==> src/hw/swa_regs.svh <==
`ifndef SWA_REGS_SVH
`define SWA_REGS_SVH

// system clock rate in MHz (10 ns period)
`define SWA_CLK_MHZ 100
// slave resumes after the wire rises on initial activation, microseconds
`define SWA_INIT_RESUME_US 700
// slave resumes after the wire rises from the deactivated state, microseconds
`define SWA_SUBSEQ_RESUME_US 500
// slave starts its answer to a power-state frame, microseconds
`define SWA_RESPONSE_US 2000
// slave gives up waiting for the activated state, milliseconds
`define SWA_INHIBIT_MS 100
// width of the inhibit timer, fits 10 000 000 cycles
`define SWA_INHIBIT_W 24
// width of the response timer, fits 200 000 cycles
`define SWA_RESPONSE_W 18

`endif

==> src/hw/swa_pkg.sv <==
package swa_pkg;

  typedef enum logic [1:0] {
    FRM_SYNC,
    FRM_POWER,
    FRM_READY,
    FRM_OTHER
  } frame_kind_t;

  typedef enum logic [2:0] {
    ST_OFF,
    ST_RESUME,
    ST_SEND,
    ST_WAIT,
    ST_INHIBIT
  } act_state_t;

endpackage

==> src/hw/wire_sampler.sv <==
`timescale 1ns/1ps

// brings the voltage signal into the system clock domain and finds its rising edges
module wire_sampler (
  input wire logic clk_sys_i,
  input wire logic nrst_i,
  input wire logic pin_i,
  output logic level_o,
  output logic rise_o
);

  logic meta_r;
  logic sync_r;
  logic prev_r;

  // meta_r feeds sync_r only
  always_ff @(posedge clk_sys_i or negedge nrst_i) begin
    if (!nrst_i) begin
      meta_r <= 1'b0;
      sync_r <= 1'b0;
      prev_r <= 1'b0;
    end else begin
      meta_r <= pin_i;
      sync_r <= meta_r;
      prev_r <= sync_r;
    end
  end

  assign level_o = sync_r;
  assign rise_o = sync_r & ~prev_r;

endmodule

==> src/hw/single_wire_activation.sv <==
// What the activation scheme requires of master and slave; this block is the slave
// master keeps wire low without card supply
// wire rising starts slave's interface
// master raises wire 1000 us after supply
// master deactivates via deactivated interface state
// master drops wire before supply removal
// slave resumes within 700/500 us
// master deactivates wire when no resume
// master activates link after resume
// no activated state: drop current, ignore master
// slave sends sync, then waits master frame
// full power: master answers power frame, repeat 0
// low power: master stops after first sync
// bad or missing frame: master requests repeat
// power frame: repeat bit 1 resend, 0 ready
// corrupted frame from master gets no answer
// answer power frame within 2000 us
// master stops on sync-repeat or ready
// master sends at most three repeat requests
// master treats out-of-order frames as corrupted
// failed activation: master deactivates the wire
// initial sync frames carry capability field
// master adds capability field when announced
// subsequent activation omits capability field everywhere
// master may stop on first sync subsequently
// current signal valid only while voltage high
// slave keeps last frame for exact resend
`timescale 1ns/1ps
`include "swa_regs.svh"

module single_wire_activation #(
  parameter int unsigned INIT_RESUME_CYC = `SWA_INIT_RESUME_US * `SWA_CLK_MHZ,
  parameter int unsigned SUBSEQ_RESUME_CYC = `SWA_SUBSEQ_RESUME_US * `SWA_CLK_MHZ,
  parameter int unsigned RESPONSE_CYC = `SWA_RESPONSE_US * `SWA_CLK_MHZ,
  parameter int unsigned INHIBIT_CYC = `SWA_INHIBIT_MS * 1000 * `SWA_CLK_MHZ
) (
  input wire logic clk_sys_i,
  input wire logic nrst_i,
  input wire logic voltage_signal_i,
  output logic current_signal_o,
  input wire logic supply_on_i,
  input wire logic link_activated_i,
  input wire logic link_deactivated_i,
  input wire logic rx_frame_valid_i,
  input wire logic rx_frame_ok_i,
  input wire swa_pkg::frame_kind_t rx_frame_kind_i,
  input wire logic rx_repeat_request_bit_i,
  output logic tx_req_o,
  output swa_pkg::frame_kind_t tx_kind_o,
  output logic tx_capability_info_field_o,
  input wire logic tx_ack_i,
  output logic activation_layer_busy_o,
  output logic subsequent_o,
  output logic inhibited_o
);
  import swa_pkg::*;

  logic s1_level;
  logic s1_rise;
  act_state_t state_r;
  logic resume_r;
  logic subsequent_r;
  logic [`SWA_INHIBIT_W-1:0] inh_cnt_r;
  logic [`SWA_RESPONSE_W-1:0] resp_cnt_r;
  logic resp_run_r;
  frame_kind_t last_kind_r;
  logic last_cap_r;
  logic pm_good;

  wire_sampler u_wire_sampler (
    .clk_sys_i(clk_sys_i),
    .nrst_i(nrst_i),
    .pin_i(voltage_signal_i),
    .level_o(s1_level),
    .rise_o(s1_rise)
  );

  // a correct power-state frame while waiting for the master
  assign pm_good = (state_r == ST_WAIT) && rx_frame_valid_i && rx_frame_ok_i
                   && (rx_frame_kind_i == FRM_POWER);

  always_ff @(posedge clk_sys_i or negedge nrst_i) begin
    if (!nrst_i) begin
      state_r <= ST_OFF;
    end else if (!supply_on_i) begin
      state_r <= ST_OFF;
    end else begin
      unique case (state_r)
        ST_OFF: begin
          if (s1_rise) begin
            state_r <= ST_RESUME;
          end
        end
        ST_RESUME: begin
          if (link_activated_i) begin
            state_r <= ST_SEND;
          end else if (link_deactivated_i) begin
            state_r <= ST_OFF;
          end else if (inh_cnt_r >= INHIBIT_CYC[`SWA_INHIBIT_W-1:0] - 1'b1) begin
            state_r <= ST_INHIBIT;
          end
        end
        ST_SEND: begin
          if (link_deactivated_i) begin
            state_r <= ST_OFF;
          end else if (tx_ack_i) begin
            state_r <= ST_WAIT;
          end
        end
        ST_WAIT: begin
          if (link_deactivated_i) begin
            state_r <= ST_OFF;
          end else if (pm_good) begin
            state_r <= ST_SEND;
          end
        end
        // only card deactivation (supply off) leaves here
        ST_INHIBIT: begin
          state_r <= ST_INHIBIT;
        end
      endcase
    end
  end

  // resume right on the rise: the window is met with margin, no timer needed
  always_ff @(posedge clk_sys_i or negedge nrst_i) begin
    if (!nrst_i) begin
      resume_r <= 1'b0;
    end else if (!supply_on_i || link_deactivated_i) begin
      resume_r <= 1'b0;
    end else if (state_r == ST_OFF && s1_rise) begin
      resume_r <= 1'b1;
    end else if (state_r == ST_RESUME && !link_activated_i
                 && inh_cnt_r >= INHIBIT_CYC[`SWA_INHIBIT_W-1:0] - 1'b1) begin
      resume_r <= 1'b0;
    end
  end

  always_ff @(posedge clk_sys_i or negedge nrst_i) begin
    if (!nrst_i) begin
      inh_cnt_r <= '0;
    end else if (state_r == ST_RESUME) begin
      inh_cnt_r <= inh_cnt_r + 1'b1;
    end else begin
      inh_cnt_r <= '0;
    end
  end

  // after a deactivation in ST_WAIT, later rises are subsequent activations until supply drops
  always_ff @(posedge clk_sys_i or negedge nrst_i) begin
    if (!nrst_i) begin
      subsequent_r <= 1'b0;
    end else if (!supply_on_i) begin
      subsequent_r <= 1'b0;
    end else if (link_deactivated_i && state_r == ST_WAIT) begin
      subsequent_r <= 1'b1;
    end
  end

  always_ff @(posedge clk_sys_i or negedge nrst_i) begin
    if (!nrst_i) begin
      tx_req_o <= 1'b0;
      tx_kind_o <= FRM_SYNC;
      tx_capability_info_field_o <= 1'b0;
    end else if (!supply_on_i || link_deactivated_i) begin
      tx_req_o <= 1'b0;
    end else if (state_r == ST_RESUME && link_activated_i) begin
      tx_req_o <= 1'b1;
      tx_kind_o <= FRM_SYNC;
      tx_capability_info_field_o <= ~subsequent_r;
    end else if (pm_good && rx_repeat_request_bit_i) begin
      tx_req_o <= 1'b1;
      tx_kind_o <= last_kind_r;
      tx_capability_info_field_o <= last_cap_r;
    end else if (pm_good) begin
      tx_req_o <= 1'b1;
      tx_kind_o <= FRM_READY;
      tx_capability_info_field_o <= 1'b0;
    end else if (tx_ack_i) begin
      tx_req_o <= 1'b0;
    end
  end

  // copy of what actually left, for a bit-exact repeat
  always_ff @(posedge clk_sys_i or negedge nrst_i) begin
    if (!nrst_i) begin
      last_kind_r <= FRM_SYNC;
      last_cap_r <= 1'b0;
    end else if (tx_req_o && tx_ack_i) begin
      last_kind_r <= tx_kind_o;
      last_cap_r <= tx_capability_info_field_o;
    end
  end

  // measures from the end of the power frame to the start of the answer
  always_ff @(posedge clk_sys_i or negedge nrst_i) begin
    if (!nrst_i) begin
      resp_run_r <= 1'b0;
      resp_cnt_r <= '0;
    end else if (pm_good) begin
      resp_run_r <= 1'b1;
      resp_cnt_r <= '0;
    end else if (tx_ack_i || link_deactivated_i || !supply_on_i) begin
      resp_run_r <= 1'b0;
    end else if (resp_run_r && resp_cnt_r != '1) begin
      resp_cnt_r <= resp_cnt_r + 1'b1;
    end
  end

  // current only means something while the master holds the wire high
  assign current_signal_o = resume_r & s1_level;
  assign activation_layer_busy_o = (state_r != ST_OFF) && (state_r != ST_INHIBIT);
  assign subsequent_o = subsequent_r;
  assign inhibited_o = (state_r == ST_INHIBIT);
endmodule

==> config.mk <==
export PLATFORM = sky130hd
export DESIGN_NAME = single_wire_activation
export DESIGN_NICKNAME = d
export VERILOG_FILES = /design/src/hw/swa_pkg.sv /design/src/hw/wire_sampler.sv /design/src/hw/single_wire_activation.sv
export VERILOG_INCLUDE_DIRS = /design/src /design/src/hw
export SDC_FILE = /design/constraint.sdc
export NUM_CORES = 1
export LEC_CHECK = 0
export BUFFER_PORTS_ARGS = -buffer_cell sky130_fd_sc_hd__buf_4
export CAP_MARGIN = 0
export CORE_MARGIN = 4
export CORE_UTILIZATION = 62
export DETAILED_ROUTE_END_ITERATION = 12
export GPL_ROUTABILITY_DRIVEN = 0
export GPL_TIMING_DRIVEN = 1
export PLACE_DENSITY = 0.85
export SLEW_MARGIN = 20
export SYNTH_ARGS = -nofsm -noshare
export SYNTH_HDL_FRONTEND = slang
export SYNTH_SLANG_ARGS = --single-unit
export TNS_END_PERCENT = 1
==> constraint.sdc <==
create_clock -name clk_sys_i -period 6.2 [get_ports clk_sys_i]
set_input_delay 1.24 -clock clk_sys_i [delete_from_list [all_inputs] [get_ports clk_sys_i]]
set_output_delay 1.24 -clock clk_sys_i [all_outputs]
set_load 0.05 [all_outputs]
# Word level (Yosys, flattened, before mapping)
# Cells that the tools add are included.
# classes
n_addsub	1
order_cmp	1
eq_ne	11
n_mux	27
bitwise	5
reduce_logical	21
# ops
cell	count
two-way mux 3 bit	9
adder 24 x 1 -> 24 bit, second input constant	1
>= comparator 24 bit, second input constant	1
two-way mux 24 bit	1
one-hot mux 3 bit (5 select lines)	1
two-way mux 1 bit	13
logical AND 1 bit	11
nonzero test 3 bit	3
inequality test 4 bit, second input constant	2
equality test 3 x 2 -> 1 bit, second input constant	2
two-way mux 2 bit	3
inequality test 3 bit, second input constant	2
inequality test 5 bit, second input constant	1
nonzero test 5 bit	1
AND reduction 4 bit	1
equality test 3 x 1 -> 1 bit, second input constant	1
equality test 3 bit, second input constant	1
zero test 3 bit	1
NOT 1 bit	3
bitwise AND 1 bit	2
equality test 2 x 1 -> 1 bit, second input constant	1
zero test 1 bit	2
inequality test 2 x 1 -> 1 bit, second input constant	1
AND reduction 2 bit	1
logical OR 1 bit	1
# word_totals
reg_bits	39
in_bits	12
output_inout_bits	8
wordCells	78

# Depth between registers and ports, before layout
# Gate-level depths: netlist of the first run.
# depth
word_depth	8
ltp_mapped	7

# By module
# A second synthesis of the first run with hierarchy kept.
# hier_totals
cells_unflattened	202
area_unflattened_um2	1989.4
# by_module_without_submodules
mod	n_inst	cells_per_inst	area_each_um2	seq_area_each_um2
single_wire_activation	1	198	1900.6	900.9
wire_sampler	1	4	88.8	75.1

# Worst setup path after synthesis of the first run
# No wires, ideal clock.
# synth_path
path_type	flip-flop to output port
start	reg state_r[1]
end	out inhibited_o
arrival_time_ps	1645
slack_ps	3315
stages_incl_launch_ff	4
path_buffers	1
path_cell_list	dfrtp_1 > clkbuf_1 > or2_2 > nor2_1
# synth_via
elab_chain_cells	1
# synth_lines
element	line_no	source
start: declaration	single_wire_activation.sv:60	act_state_t state_r;
start signal: assignment	single_wire_activation.sv:84	state_r <= ST_OFF;
start signal: assignment	single_wire_activation.sv:86	state_r <= ST_OFF;
start signal: assignment	single_wire_activation.sv:91	state_r <= ST_RESUME;
equality test 3 bit	single_wire_activation.sv:214	assign inhibited_o = (state_r == ST_INHIBIT);
end: declaration	single_wire_activation.sv:54	output logic inhibited_o
# Every way passes these cells.

# Worst setup path after layout of the first run
# Same ends and word-level chain as after synthesis.

==> qor.csv, run 1 <==
stage,metric,value,unit
outcome,status,"finished, final reports clean",
clock_tree,clk_path_buf_depth,2,
clock_tree,clk_latency,350,ps
routing,routed.top_layer,met4,
yosys,yosysTopAreaCell,dfrtp_1,
critical_path,rr_endpoint,tx_capability_info_field_o$_DFFE_PN0P_,
yosys,async_flop_share,100,%
power,power,0.000499,W
timing,max_slew_margin,26.3,%
global_routing,grt_usage,23.4,%
timing,fin_crit,2750,ps
placed_design,hpwlAfterDp,3.18,mm
yosys,synthesis.nets,222,
placed_design,postPlaceCellArea,0.00218,mm²
critical_path,slowest_delay,490,ps
critical_path,setup.worst_path.start_class,register,
global_routing,grt_pass1_vias,1620,
timing,fin_ws,3450,ps
floorplan,io_pins,20,
clock_tree,root_buffer,clkbuf_4,
clock_tree,cts_hold_buf,0,
global_routing,grt_start_max_net_pins,40,
yosys,synth_edf_count,0,
layout,insertedDiodeCount,0,
critical_path,crit_fanout,10,
timing,fmax,364,MHz
timing,tns,0,ps
global_routing,grt_pass1_wl,7.45,mm
clock_tree,path_clk_slew,110,ps
yosys,yosys-top-cells-count,"dfrtp_1 (39), nor2_1 (19), nand2_1 (12), nand4_1 (11)",
routing,vias_per_cell,6.21,
critical_path,cpLargestDelayFamily,flip-flops,
layout,area_growth,11.7,%
yosys,synth-main-ff-cell,dfrtp_1,
critical_path,crit_end,inhibited_o,
power,leakagePower,0.976,nW
yosys,synth_area_leaders,"dfrtp_1 (48%), nor2_1 (3.5%), nand4_1 (3.4%)",
clock_tree,cts_sinks,39,
floorplan,initial_core_util,65.5,%
critical_path,rrSetupSlack,3940,ps
routing,ant_nets,0,
critical_path,r2r_cells,4,
power,ir_drop,0.137,mV
critical_path,endpoint_kind,output pin,
floorplan,dieArea,0.00423,mm²
layout,nFillCells,238,
placed_design,io_buffers,19,
clock_tree,cts_resized,0,
timing,hold_viol,0,
yosys,avgSynthCellArea,9.65,µm²
routing,wl_per_cell,16.2,µm
layout,nNetsFinal,240,
critical_path,cp.required,4960,ps
critical_path,crit_cells,3,
global_routing,grt-ovfl-total,0,
critical_path,crit_chain,or2_2 > nor2_1 > buf_4,
routing,dr.pass1.iters,4,
clock_tree,h-tree-depth,2,
routing,wl_met1,1.95,mm
floorplan,dieWidth,65.0,µm
critical_path,crit_buf_inv,1,
timing,drv_slew,0,
floorplan,die_h,65.0,µm
yosys,synth_cell_types,46,
floorplan,core_area,0.00308,mm²
min_path,hold_class,reg2reg,
yosys,yosysWarningCount,0,
timing,setup_viol,0,
timing,tightest_slew,1100,ps
layout,design_area,0.00225,mm²
routing,drc,0,
global_routing,antenna_found_initial,0,
critical_path,arrival,1510,ps
run,drv_cap,0,
timing,fin_skew,3.42,ps
critical_path,critical_path_class,reg2out,
routing,wl_met2,2.17,mm
layout,drive_gt1_share,17.1,%
yosys,synth_most_common_cell,dfrtp_1,
timing,min_period_over_period,44.3,%
yosys,synth.yosys.seq_area_share,48.4,%
yosys,synth-seq-cells,39,
yosys,synth_top_area_share,48.4,%
timing,timing.hold.ws,374,ps
clock_tree,numCtsBuffers,5,
routing,num_vias,1690,
yosys,netlist_area,0.00202,mm²
power,p_per_area,221,mW/mm²
routing,wl,4.41,mm
placed_design,place_ws,3850,ps
critical_path,r2r_start,state_r[1]$_DFFE_PN0P_,
clock_tree,cts_tree,built,
clock_tree,post_cts_buffers,0,
critical_path,slowest_stage,dfrtp_1,
yosys,synthesis.instances,209,
routing,drtIter0Drc,182,
floorplan,row_count,20,
routing,dr_wl_met3,222,µm
critical_path,crit_start,state_r[1]$_DFFE_PN0P_,
timing,rsz0062_at_grt,false,
==> metrics by stage <==
stage	cells	utilization [%]
floorplan	209	-
global placement	264	71.0
detailed placement	264	71.0
CTS	272	73.2
global route	272	73.2
finish	272	73.2
==> layout by cell type (no fill, tap or decap), drive strengths merged, types with 2 or more instances in the layout <==
master and count:
nand3 10, and3 4, mux2 3, nand4 11
inv 3, and4 4, clkbuf 8, or3 4
and2 4, a21oi 10, a21o 2, xnor2 6
or2 3, dfrtp 39, nand2 12, nor2b 5
o21ai 10, nor2 19, buf 19, xor2 5
nor3 8, a22o 2, nand2b 8, a31oi 3
mux2i 2, nor3b 2, or3b 2, o21a 2
or4 4
==> kinds of logic after synthesis <==
family          share of synthesized area [%]
flops                                    48.4
mux                                      2.67
fa+ha+maj                               0.620
compound gates                           12.3
xor+xnor                                 4.78
simple gates                             29.2
buf+inv                                  2.05
==> power breakdown <==
part           internal (W)  switching, W
combinational     0.0000271     0.0000493
sequential         0.000265    0.00000978
clock             0.0000667     0.0000817
==> registers in the layout (all words and copies together), names as in the netlist <==
| register | cells |
|---|---|
| resume_r | 1 |
| last_kind_r | 2 |
| u_wire_sampler.level_o | 1 |
| u_wire_sampler.prev_r | 1 |
| state_r | 3 |
| u_wire_sampler.meta_r | 1 |
| tx_req_o | 1 |
| tx_kind_o | 2 |
| inh_cnt_r | 24 |
| tx_capability_info_field_o | 1 |
| last_cap_r | 1 |
| subsequent_o | 1 |
==> final cells by class <==
class / count / area [µm²] / share of cell area (%)
multi-input cells: 159 / 1000 / 44.4
flip-flops and latches: 39 / 976 / 43.3
repair buffers: 19 / 143 / 6.33
clock buffers: 8 / 68.8 / 3.05
well taps: 44 / 55.1 / 2.44
inverters: 3 / 11.3 / 0.500
==> worst min-delay path by stage <==
stage / startpoint / endpoint / slack (ps) / cells past startpoint
floorplan: u_wire_sampler.meta_r$_DFF_PN0_ / u_wire_sampler.level_o$_DFF_PN0_ / 330 / 0
global placement: u_wire_sampler.meta_r$_DFF_PN0_ / u_wire_sampler.level_o$_DFF_PN0_ / 340 / 0
detailed placement: u_wire_sampler.meta_r$_DFF_PN0_ / u_wire_sampler.level_o$_DFF_PN0_ / 340 / 0
CTS: u_wire_sampler.meta_r$_DFF_PN0_ / u_wire_sampler.level_o$_DFF_PN0_ / 370 / 0
global route: u_wire_sampler.meta_r$_DFF_PN0_ / u_wire_sampler.level_o$_DFF_PN0_ / 390 / 0
finish: u_wire_sampler.meta_r$_DFF_PN0_ / u_wire_sampler.level_o$_DFF_PN0_ / 370 / 0
==> per-layer routing <==
layer,up-vias,GRT usage (%)
li1,807,-
met2,57,37.5
met4,0,8.55
met3,9,7.97
met1,817,29.2
met5,-,0
No activity file was read; power rests on OpenSTA's default activity.
==> run 2, diff against run 1 <==
--- a/config.mk
+++ b/config.mk
@@ -6,14 +6,15 @@
 export SDC_FILE = /design/constraint.sdc
 export NUM_CORES = 1
 export LEC_CHECK = 0
+export ABC_AREA = 1
 export BUFFER_PORTS_ARGS = -buffer_cell sky130_fd_sc_hd__buf_4
 export CAP_MARGIN = 0
 export CORE_MARGIN = 4
-export CORE_UTILIZATION = 62
+export CORE_UTILIZATION = 53
 export DETAILED_ROUTE_END_ITERATION = 12
 export GPL_ROUTABILITY_DRIVEN = 0
 export GPL_TIMING_DRIVEN = 1
-export PLACE_DENSITY = 0.85
+export PLACE_DENSITY = 0.77
 export SLEW_MARGIN = 20
 export SYNTH_ARGS = -nofsm -noshare
 export SYNTH_HDL_FRONTEND = slang
==> constraint.sdc (replaced) <==
create_clock -name clk_sys_i -period 2.3 [get_ports clk_sys_i]
set_input_delay 0.46 -clock clk_sys_i [delete_from_list [all_inputs] [get_ports clk_sys_i]]
set_output_delay 0.46 -clock clk_sys_i [all_outputs]
set_load 0.05 [all_outputs]
==> run 2 against run 1 <==
Area after synthesis increased by 7.1%. Count of clock-buffer cells in the layout decreased by 3. Via count increased by 11%. Final cell count increased by 33%. Non-clock buffer count unchanged. Largest cell class unchanged. Final area increased by 10%. Synthesized cell count increased by 38%. Clock power increased to 4.7 times the previous value. Utilization decreased by 7.8 points. Sequential share of layout area decreased by 4.1 points. Power increased to 3.9 times the previous value. Worst setup slack got worse by 3000 ps. Highest routed layer unchanged.
==> qor.csv, run 2 <==
stage,metric,value,unit
outcome,status,"finished, final reports clean",
routing,drc,0,
min_path,hold_class,in2async,
global_routing,grt-ovfl-total,0,
layout,area_growth,15.1,%
power,combinationalPowerShare,23.7,%
yosys,yosysTopAreaCell,dfrtp_1,
timing,hold_viol,0,
placed_design,postPlaceCellArea,0.00235,mm²
yosys,async_flop_share,100,%
yosys,yosys-top-cells-count,"nand2_1 (70), nor2_1 (53), dfrtp_1 (39), inv_1 (33), nand3_1 (18)",
power,seq_power_share,41.2,%
layout,design_area,0.00249,mm²
critical_path,crit_fanout,7,
global_routing,antenna_found_initial,0,
yosys,synth-seq-cells,39,
placed_design,place_inst,353,
run,drv_cap,0,
layout,insertedDiodeCount,0,
layout,ff_latch_area,976,µm²
yosys,yosysWarningCount,0,
critical_path,arrival,1380,ps
routing,drtIter0Drc,218,
floorplan,die_h,71.8,µm
routing,dr_wl_met3,274,µm
layout,largest_register_ffs,24,
timing,setup_viol,0,
routing,routed.top_layer,met4,
floorplan,io_pins,20,
yosys,synth_cell_types,27,
power,p_per_area,789,mW/mm²
power,switching_share,32.7,%
layout,layout_common_cells,"nand2_1 (70), nor2_1 (53), dfrtp_1 (39), inv_1 (33), buf_4 (19)",
global_routing,grt_usage,19.9,%
layout,layout_commonest_cell,nand2_1,
yosys,synth_area_leaders,"dfrtp_1 (45%), nand2_1 (12%), nor2_1 (9.2%)",
global_routing,grt_pass1_wl,7.95,mm
routing,wl,4.60,mm
timing,max_slew_margin,67.1,%
yosys,synth.yosys.seq_area_share,45.2,%
routing,wl_per_cell,12.7,µm
critical_path,setup.worst_path.start_class,register,
floorplan,core_area,0.00380,mm²
floorplan,dieWidth,71.8,µm
yosys,synthesis.instances,289,
clock_tree,cts_tree,built,
yosys,avgSynthCellArea,7.47,µm²
power,leakagePower,1.17,nW
global_routing,grt_start_max_net_pins,40,
clock_tree,cts_hold_buf,0,
layout,top_regs,"inh_cnt_r (24), state_r (3)",
power,p_sw,0.000642,W
timing,drv_slew,0,
layout,nNetsFinal,325,
critical_path,endpoint_kind,output pin,
timing,fin_crit,1840,ps
timing,tightest_slew,493,ps
clock_tree,path_clk_slew,80,ps
yosys,synthesis.nets,302,
power,internal_power,0.00132,W
layout,multiInputGateArea,0.00104,mm²
layout,drive_gt1_share,13.4,%
timing,min_period_over_period,79.9,%
placed_design,hpwlAfterDp,3.42,mm
yosys,synth_edf_count,0,
yosys,synth-main-ff-cell,dfrtp_1,
clock_tree,cts_sinks,39,
routing,num_vias,1875,
layout,final_cells,361,
placed_design,io_buffers,19,
clock_tree,clk_path_buf_depth,2,
global_routing,grt_pass1_vias,1705,
yosys,synth_top_area_share,45.2,%
routing,wl_met2,2.05,mm
floorplan,initial_core_util,56.9,%
timing,fmax,544,MHz
routing,dr.pass1.iters,4,
routing,vias_per_cell,5.19,
clock_tree,numCtsBuffers,5,
routing,wl_met1,2.22,mm
yosys,netlist_area,0.00216,mm²
floorplan,row_count,22,
timing,rsz0062_at_grt,false,
clock_tree,clk_latency,310,ps
layout,nFillCells,317,
power,clockPowerShare,35.1,%
clock_tree,root_buffer,clkbuf_8,
floorplan,dieArea,0.00516,mm²
power,ir_drop,0.519,mV
yosys,synth_most_common_cell,nand2_1,
critical_path,cp.required,1840,ps
timing,fin_skew,6.84,ps
clock_tree,h-tree-depth,2,
routing,ant_nets,0,
clock_tree,post_cts_buffers,0,
layout,top_register,inh_cnt_r,
timing,tns,0,ps
clock_tree,cts_resized,0,
critical_path,critical_path_class,reg2out,
-- run 2: final cells by class --
cell class	count	share of cell area, %
clock buffer	5	2.77
clock inverter	3	2.72
inverter	34	5.13
multi-input combinational	213	42.0
sequential	39	39.3
tap	48	2.42
timing repair buffer	19	5.74
-- run 2: path summary, 6_finish.rpt --
| path | startpoint | to | slack [ps] | cells past startpoint |
|---|---|---|---|---|
| worst max register to register | state_r[1]$_DFFE_PN0P_ | resume_r$_DFFE_PN0P_ | 510 | 6 |
| max in group asynchronous | nrst_i | inh_cnt_r[22]$_DFF_PN0_ | 1870 | 1 |
| worst min-delay path | nrst_i | inh_cnt_r[20]$_DFF_PN0_ | 110 | 1 |
| worst max-delay path | state_r[1]$_DFFE_PN0P_ | inhibited_o | 460 | 4 |
| worst min register to register | u_wire_sampler.meta_r$_DFF_PN0_ | u_wire_sampler.level_o$_DFF_PN0_ | 370 | 0 |
| min in group clk_sys_i | voltage_signal_i | u_wire_sampler.meta_r$_DFF_PN0_ | 260 | 1 |
-- run 2: routing by layer --
| layer | up-vias | track usage (%) |
|---|---|---|
| met4 | 0 | 7.72 |
| met5 | - | 0 |
| met1 | 848 | 28.6 |
| li1 | 977 | - |
| met3 | 8 | 5.05 |
| met2 | 42 | 28.7 |
-- run 2: kinds of logic (layout without fill, tap and decap cells) --
group | Yosys count | after routing | share of synthesized area (%)
xor+xnor | 7 | 7 | 2.84
mux | 2 | 2 | 1.04
simple gates | 170 | 170 | 35.8
compound gates | 33 | 33 | 8.05
flops | 39 | 39 | 45.2
fa+ha+maj | 1 | 1 | 0.579
buf+inv | 37 | 61 | 6.49
-- run 2: power by group through the flow --
stage / Clock, W / Combinational, W / Sequential [W]
3_5_place_dp: 0 / 0.000467 / 0.000821
3_3_place_gp: 0 / 0.000461 / 0.000817
2_1_floorplan: 0 / 0.000268 / 0.000879
6_report: 0.000689 / 0.000464 / 0.000808
5_1_grt: 0.000723 / 0.000513 / 0.000820
4_1_cts: 0.000694 / 0.000468 / 0.000808
-- run 2: worst max-delay path, stage by stage, from the launching register on --
cell	delay, ps
dfrtp_1	480
nor2_1	210
nand2_1	130
inv_1	70
buf_4	190
-- run 2: per-stage QoR --
| stage | utilization (%) | hold WS [ps] | power (W) | setup WS, ps |
|---|---|---|---|---|
| after detailed placement | 61.9 | 359 | 0.00129 | 522 |
| after CTS | 65.4 | 136 | 0.00197 | 456 |
| after floorplan | - | 164 | 0.00115 | 802 |
| final | 65.4 | 111 | 0.00196 | 463 |
| after global placement | 61.9 | 361 | 0.00128 | 581 |
| after global routing | 65.4 | 160 | 0.00206 | 292 |
==> run 3, diff against run 2 <==
==> constraint.sdc (replaced) <==
create_clock -name clk_sys_i -period 1.5 [get_ports clk_sys_i]
set_input_delay 0.3 -clock clk_sys_i [delete_from_list [all_inputs] [get_ports clk_sys_i]]
set_output_delay 0.3 -clock clk_sys_i [all_outputs]
set_load 0.05 [all_outputs]
==> run 3 against run 2 <==
The flow now finishes with violations (setup timing). Final cell count up 6.4%. Worst hold slack worse by 4.0 ps. Sequential power rose by 52%. Die area unchanged. Non-clock buffer count rose by 23. Combinational power rose to 2.7 times the previous value. Worst setup slack got worse by 510 ps. Largest cell class unchanged. Highest routed layer unchanged.
==> qor.csv, run 3 (synthesized netlist as in run 2, its figures left out) <==
stage,metric,value,unit
timing,max_slew_margin,67.5,%
clock_tree,clk_path_buf_depth,2,
power,leakagePower,1.30,nW
min_path,hold_depth,1,
critical_path,endpoint_kind,register,
power,p_per_area,1260,mW/mm²
timing,setup_viol,14,
layout,layout_common_cells,"nand2_1 (66), nor2_1 (36), dfrtp_1 (36), buf_4 (33), inv_1 (30)",
global_routing,grt_usage,21.6,%
clock_tree,root_buffer,clkbuf_8,
layout,top_register,inh_cnt_r,
layout,ff_latch_area,980,µm²
critical_path,setup.worst_path.start_class,register,
clock_tree,h-tree-depth,2,
global_routing,antenna_found_initial,0,
run,drv_cap,0,
critical_path,crit_fanout,5,
critical_path,crit_buf_inv,5,
placed_design,place_ws,7.71,ps
floorplan,die_h,71.8,µm
timing,drv_slew,0,
global_routing,grt_pass1_vias,1858,
floorplan,initial_core_util,56.9,%
layout,area_growth,29.9,%
timing,min_period_over_period,103,%
routing,ant_nets,0,
routing,drtIter0Drc,236,
layout,largest_register_ffs,24,
layout,final_cells,384,
clock_tree,numCtsBuffers,5,
floorplan,dieArea,0.00516,mm²
timing,fin_ws,-46.9,ps
outcome,violations,setup timing,
critical_path,slowest_delay,460,ps
timing,fin_crit,1550,ps
layout,drive_gt1_share,28.0,%
timing,rsz0062_at_grt,true,
clock_tree,clk_latency,300,ps
global_routing,grt_pass1_wl,8.63,mm
critical_path,slowest_stage,dfrtp_2,
power,power,0.00353,W
critical_path,crit_chain,buf_6 > nor3_4 > buf_6 > clkinvlp_4 > buf_12 > buf_8 > nor2_2,
routing,vias_per_cell,5.43,
global_routing,grt-ovfl-total,0,
critical_path,arrival,1780,ps
floorplan,row_count,22,
timing,timing.hold.ws,107,ps
placed_design,place_inst,365,
floorplan,io_pins,20,
critical_path,cpMostUsedCell,buf_6,
routing,dr.pass1.iters,5,
clock_tree,cts_tree,built,
timing,fmax,646,MHz
layout,insertedDiodeCount,0,
timing,fin_skew,7.74,ps
layout,layout_commonest_cell,nand2_1,
critical_path,crit_cells,7,
timing,hold_viol,0,
min_path,hold_class,in2reg,
placed_design,io_buffers,19,
clock_tree,path_clk_slew,80,ps
placed_design,hpwlAfterDp,3.77,mm
floorplan,dieWidth,71.8,µm
timing,tightest_slew,488,ps
outcome,status,"finished, violations left",
critical_path,r2r_cells,7,
floorplan,core_area,0.00380,mm²
routing,num_vias,2086,
layout,multiInputGateArea,0.00113,mm²
critical_path,cpLargestDelayFamily,buffers and inverters,
critical_path,critical_path_class,reg2reg,
global_routing,grt_start_max_net_pins,40,
power,ir_drop,0.863,mV
layout,nFillCells,287,
clock_tree,cts_sinks,39,
layout,top_regs,"inh_cnt_r (24), state_r (3)",
routing,drc,0,
routing,wl,5.54,mm
routing,wl_per_cell,14.4,µm
critical_path,cp.required,1740,ps
layout,nNetsFinal,348,
==> run 3: timing repair <==
action	in CTS	in global routing
hold endpoints to repair	39	0
buffers inserted	5	5
pin swaps	2	10
hold buffers	1	0
resized for setup	4	43
setup endpoints to repair	5	23
==> run 3: report_power, final <==
group / total [W] / switching [W] / internal [W]
Combinational: 0.00123 / 0.000718 / 0.000515
Clock: 0.00106 / 0.000401 / 0.000664
Sequential: 0.00123 / 0.0000792 / 0.00115
==> run 3: metal layers <==
layer	vias up	share of wire, %	GRT usage [%]
met2	74	46	32.0
met5	-	0	0
met3	12	6.5	6.31
li1	1023	-	-
met1	977	45	30.3
met4	0	1.9	6.89
==> run 3: stage by stage <==
step	instance area, µm²	TNS (ps)	util [%]
5_1_grt	2810	-1200	73.8
3_3_place_gp	2440	0	64.2
3_5_place_dp	2440	0	64.2
6_report	2810	-468	73.8
4_1_cts	2640	-19.9	69.4
2_1_floorplan	2160	0	-
==> run 3: final cells by class <==
class | instances | area share [%]
Multi-Input combinational cell | 213 | 40.4
Tap cell | 48 | 2.14
Timing Repair Buffer | 42 | 13.0
Inverter | 34 | 4.68
Clock inverter | 3 | 2.41
Sequential cell | 39 | 34.9
Clock buffer | 5 | 2.45
==> run 3: final timing paths <==
path,start,to,slack (ps)
min in group asynchronous,nrst_i,inh_cnt_r[15]$_DFF_PN0_,510
max in group asynchronous,nrst_i,state_r[1]$_DFFE_PN0P_,630
worst max register to register,state_r[1]$_DFFE_PN0P_,inh_cnt_r[17]$_DFF_PN0_,-50
worst min-delay path,voltage_signal_i,u_wire_sampler.meta_r$_DFF_PN0_,110
worst max-delay path,state_r[1]$_DFFE_PN0P_,inh_cnt_r[17]$_DFF_PN0_,-50
worst min register to register,u_wire_sampler.meta_r$_DFF_PN0_,u_wire_sampler.level_o$_DFF_PN0_,370
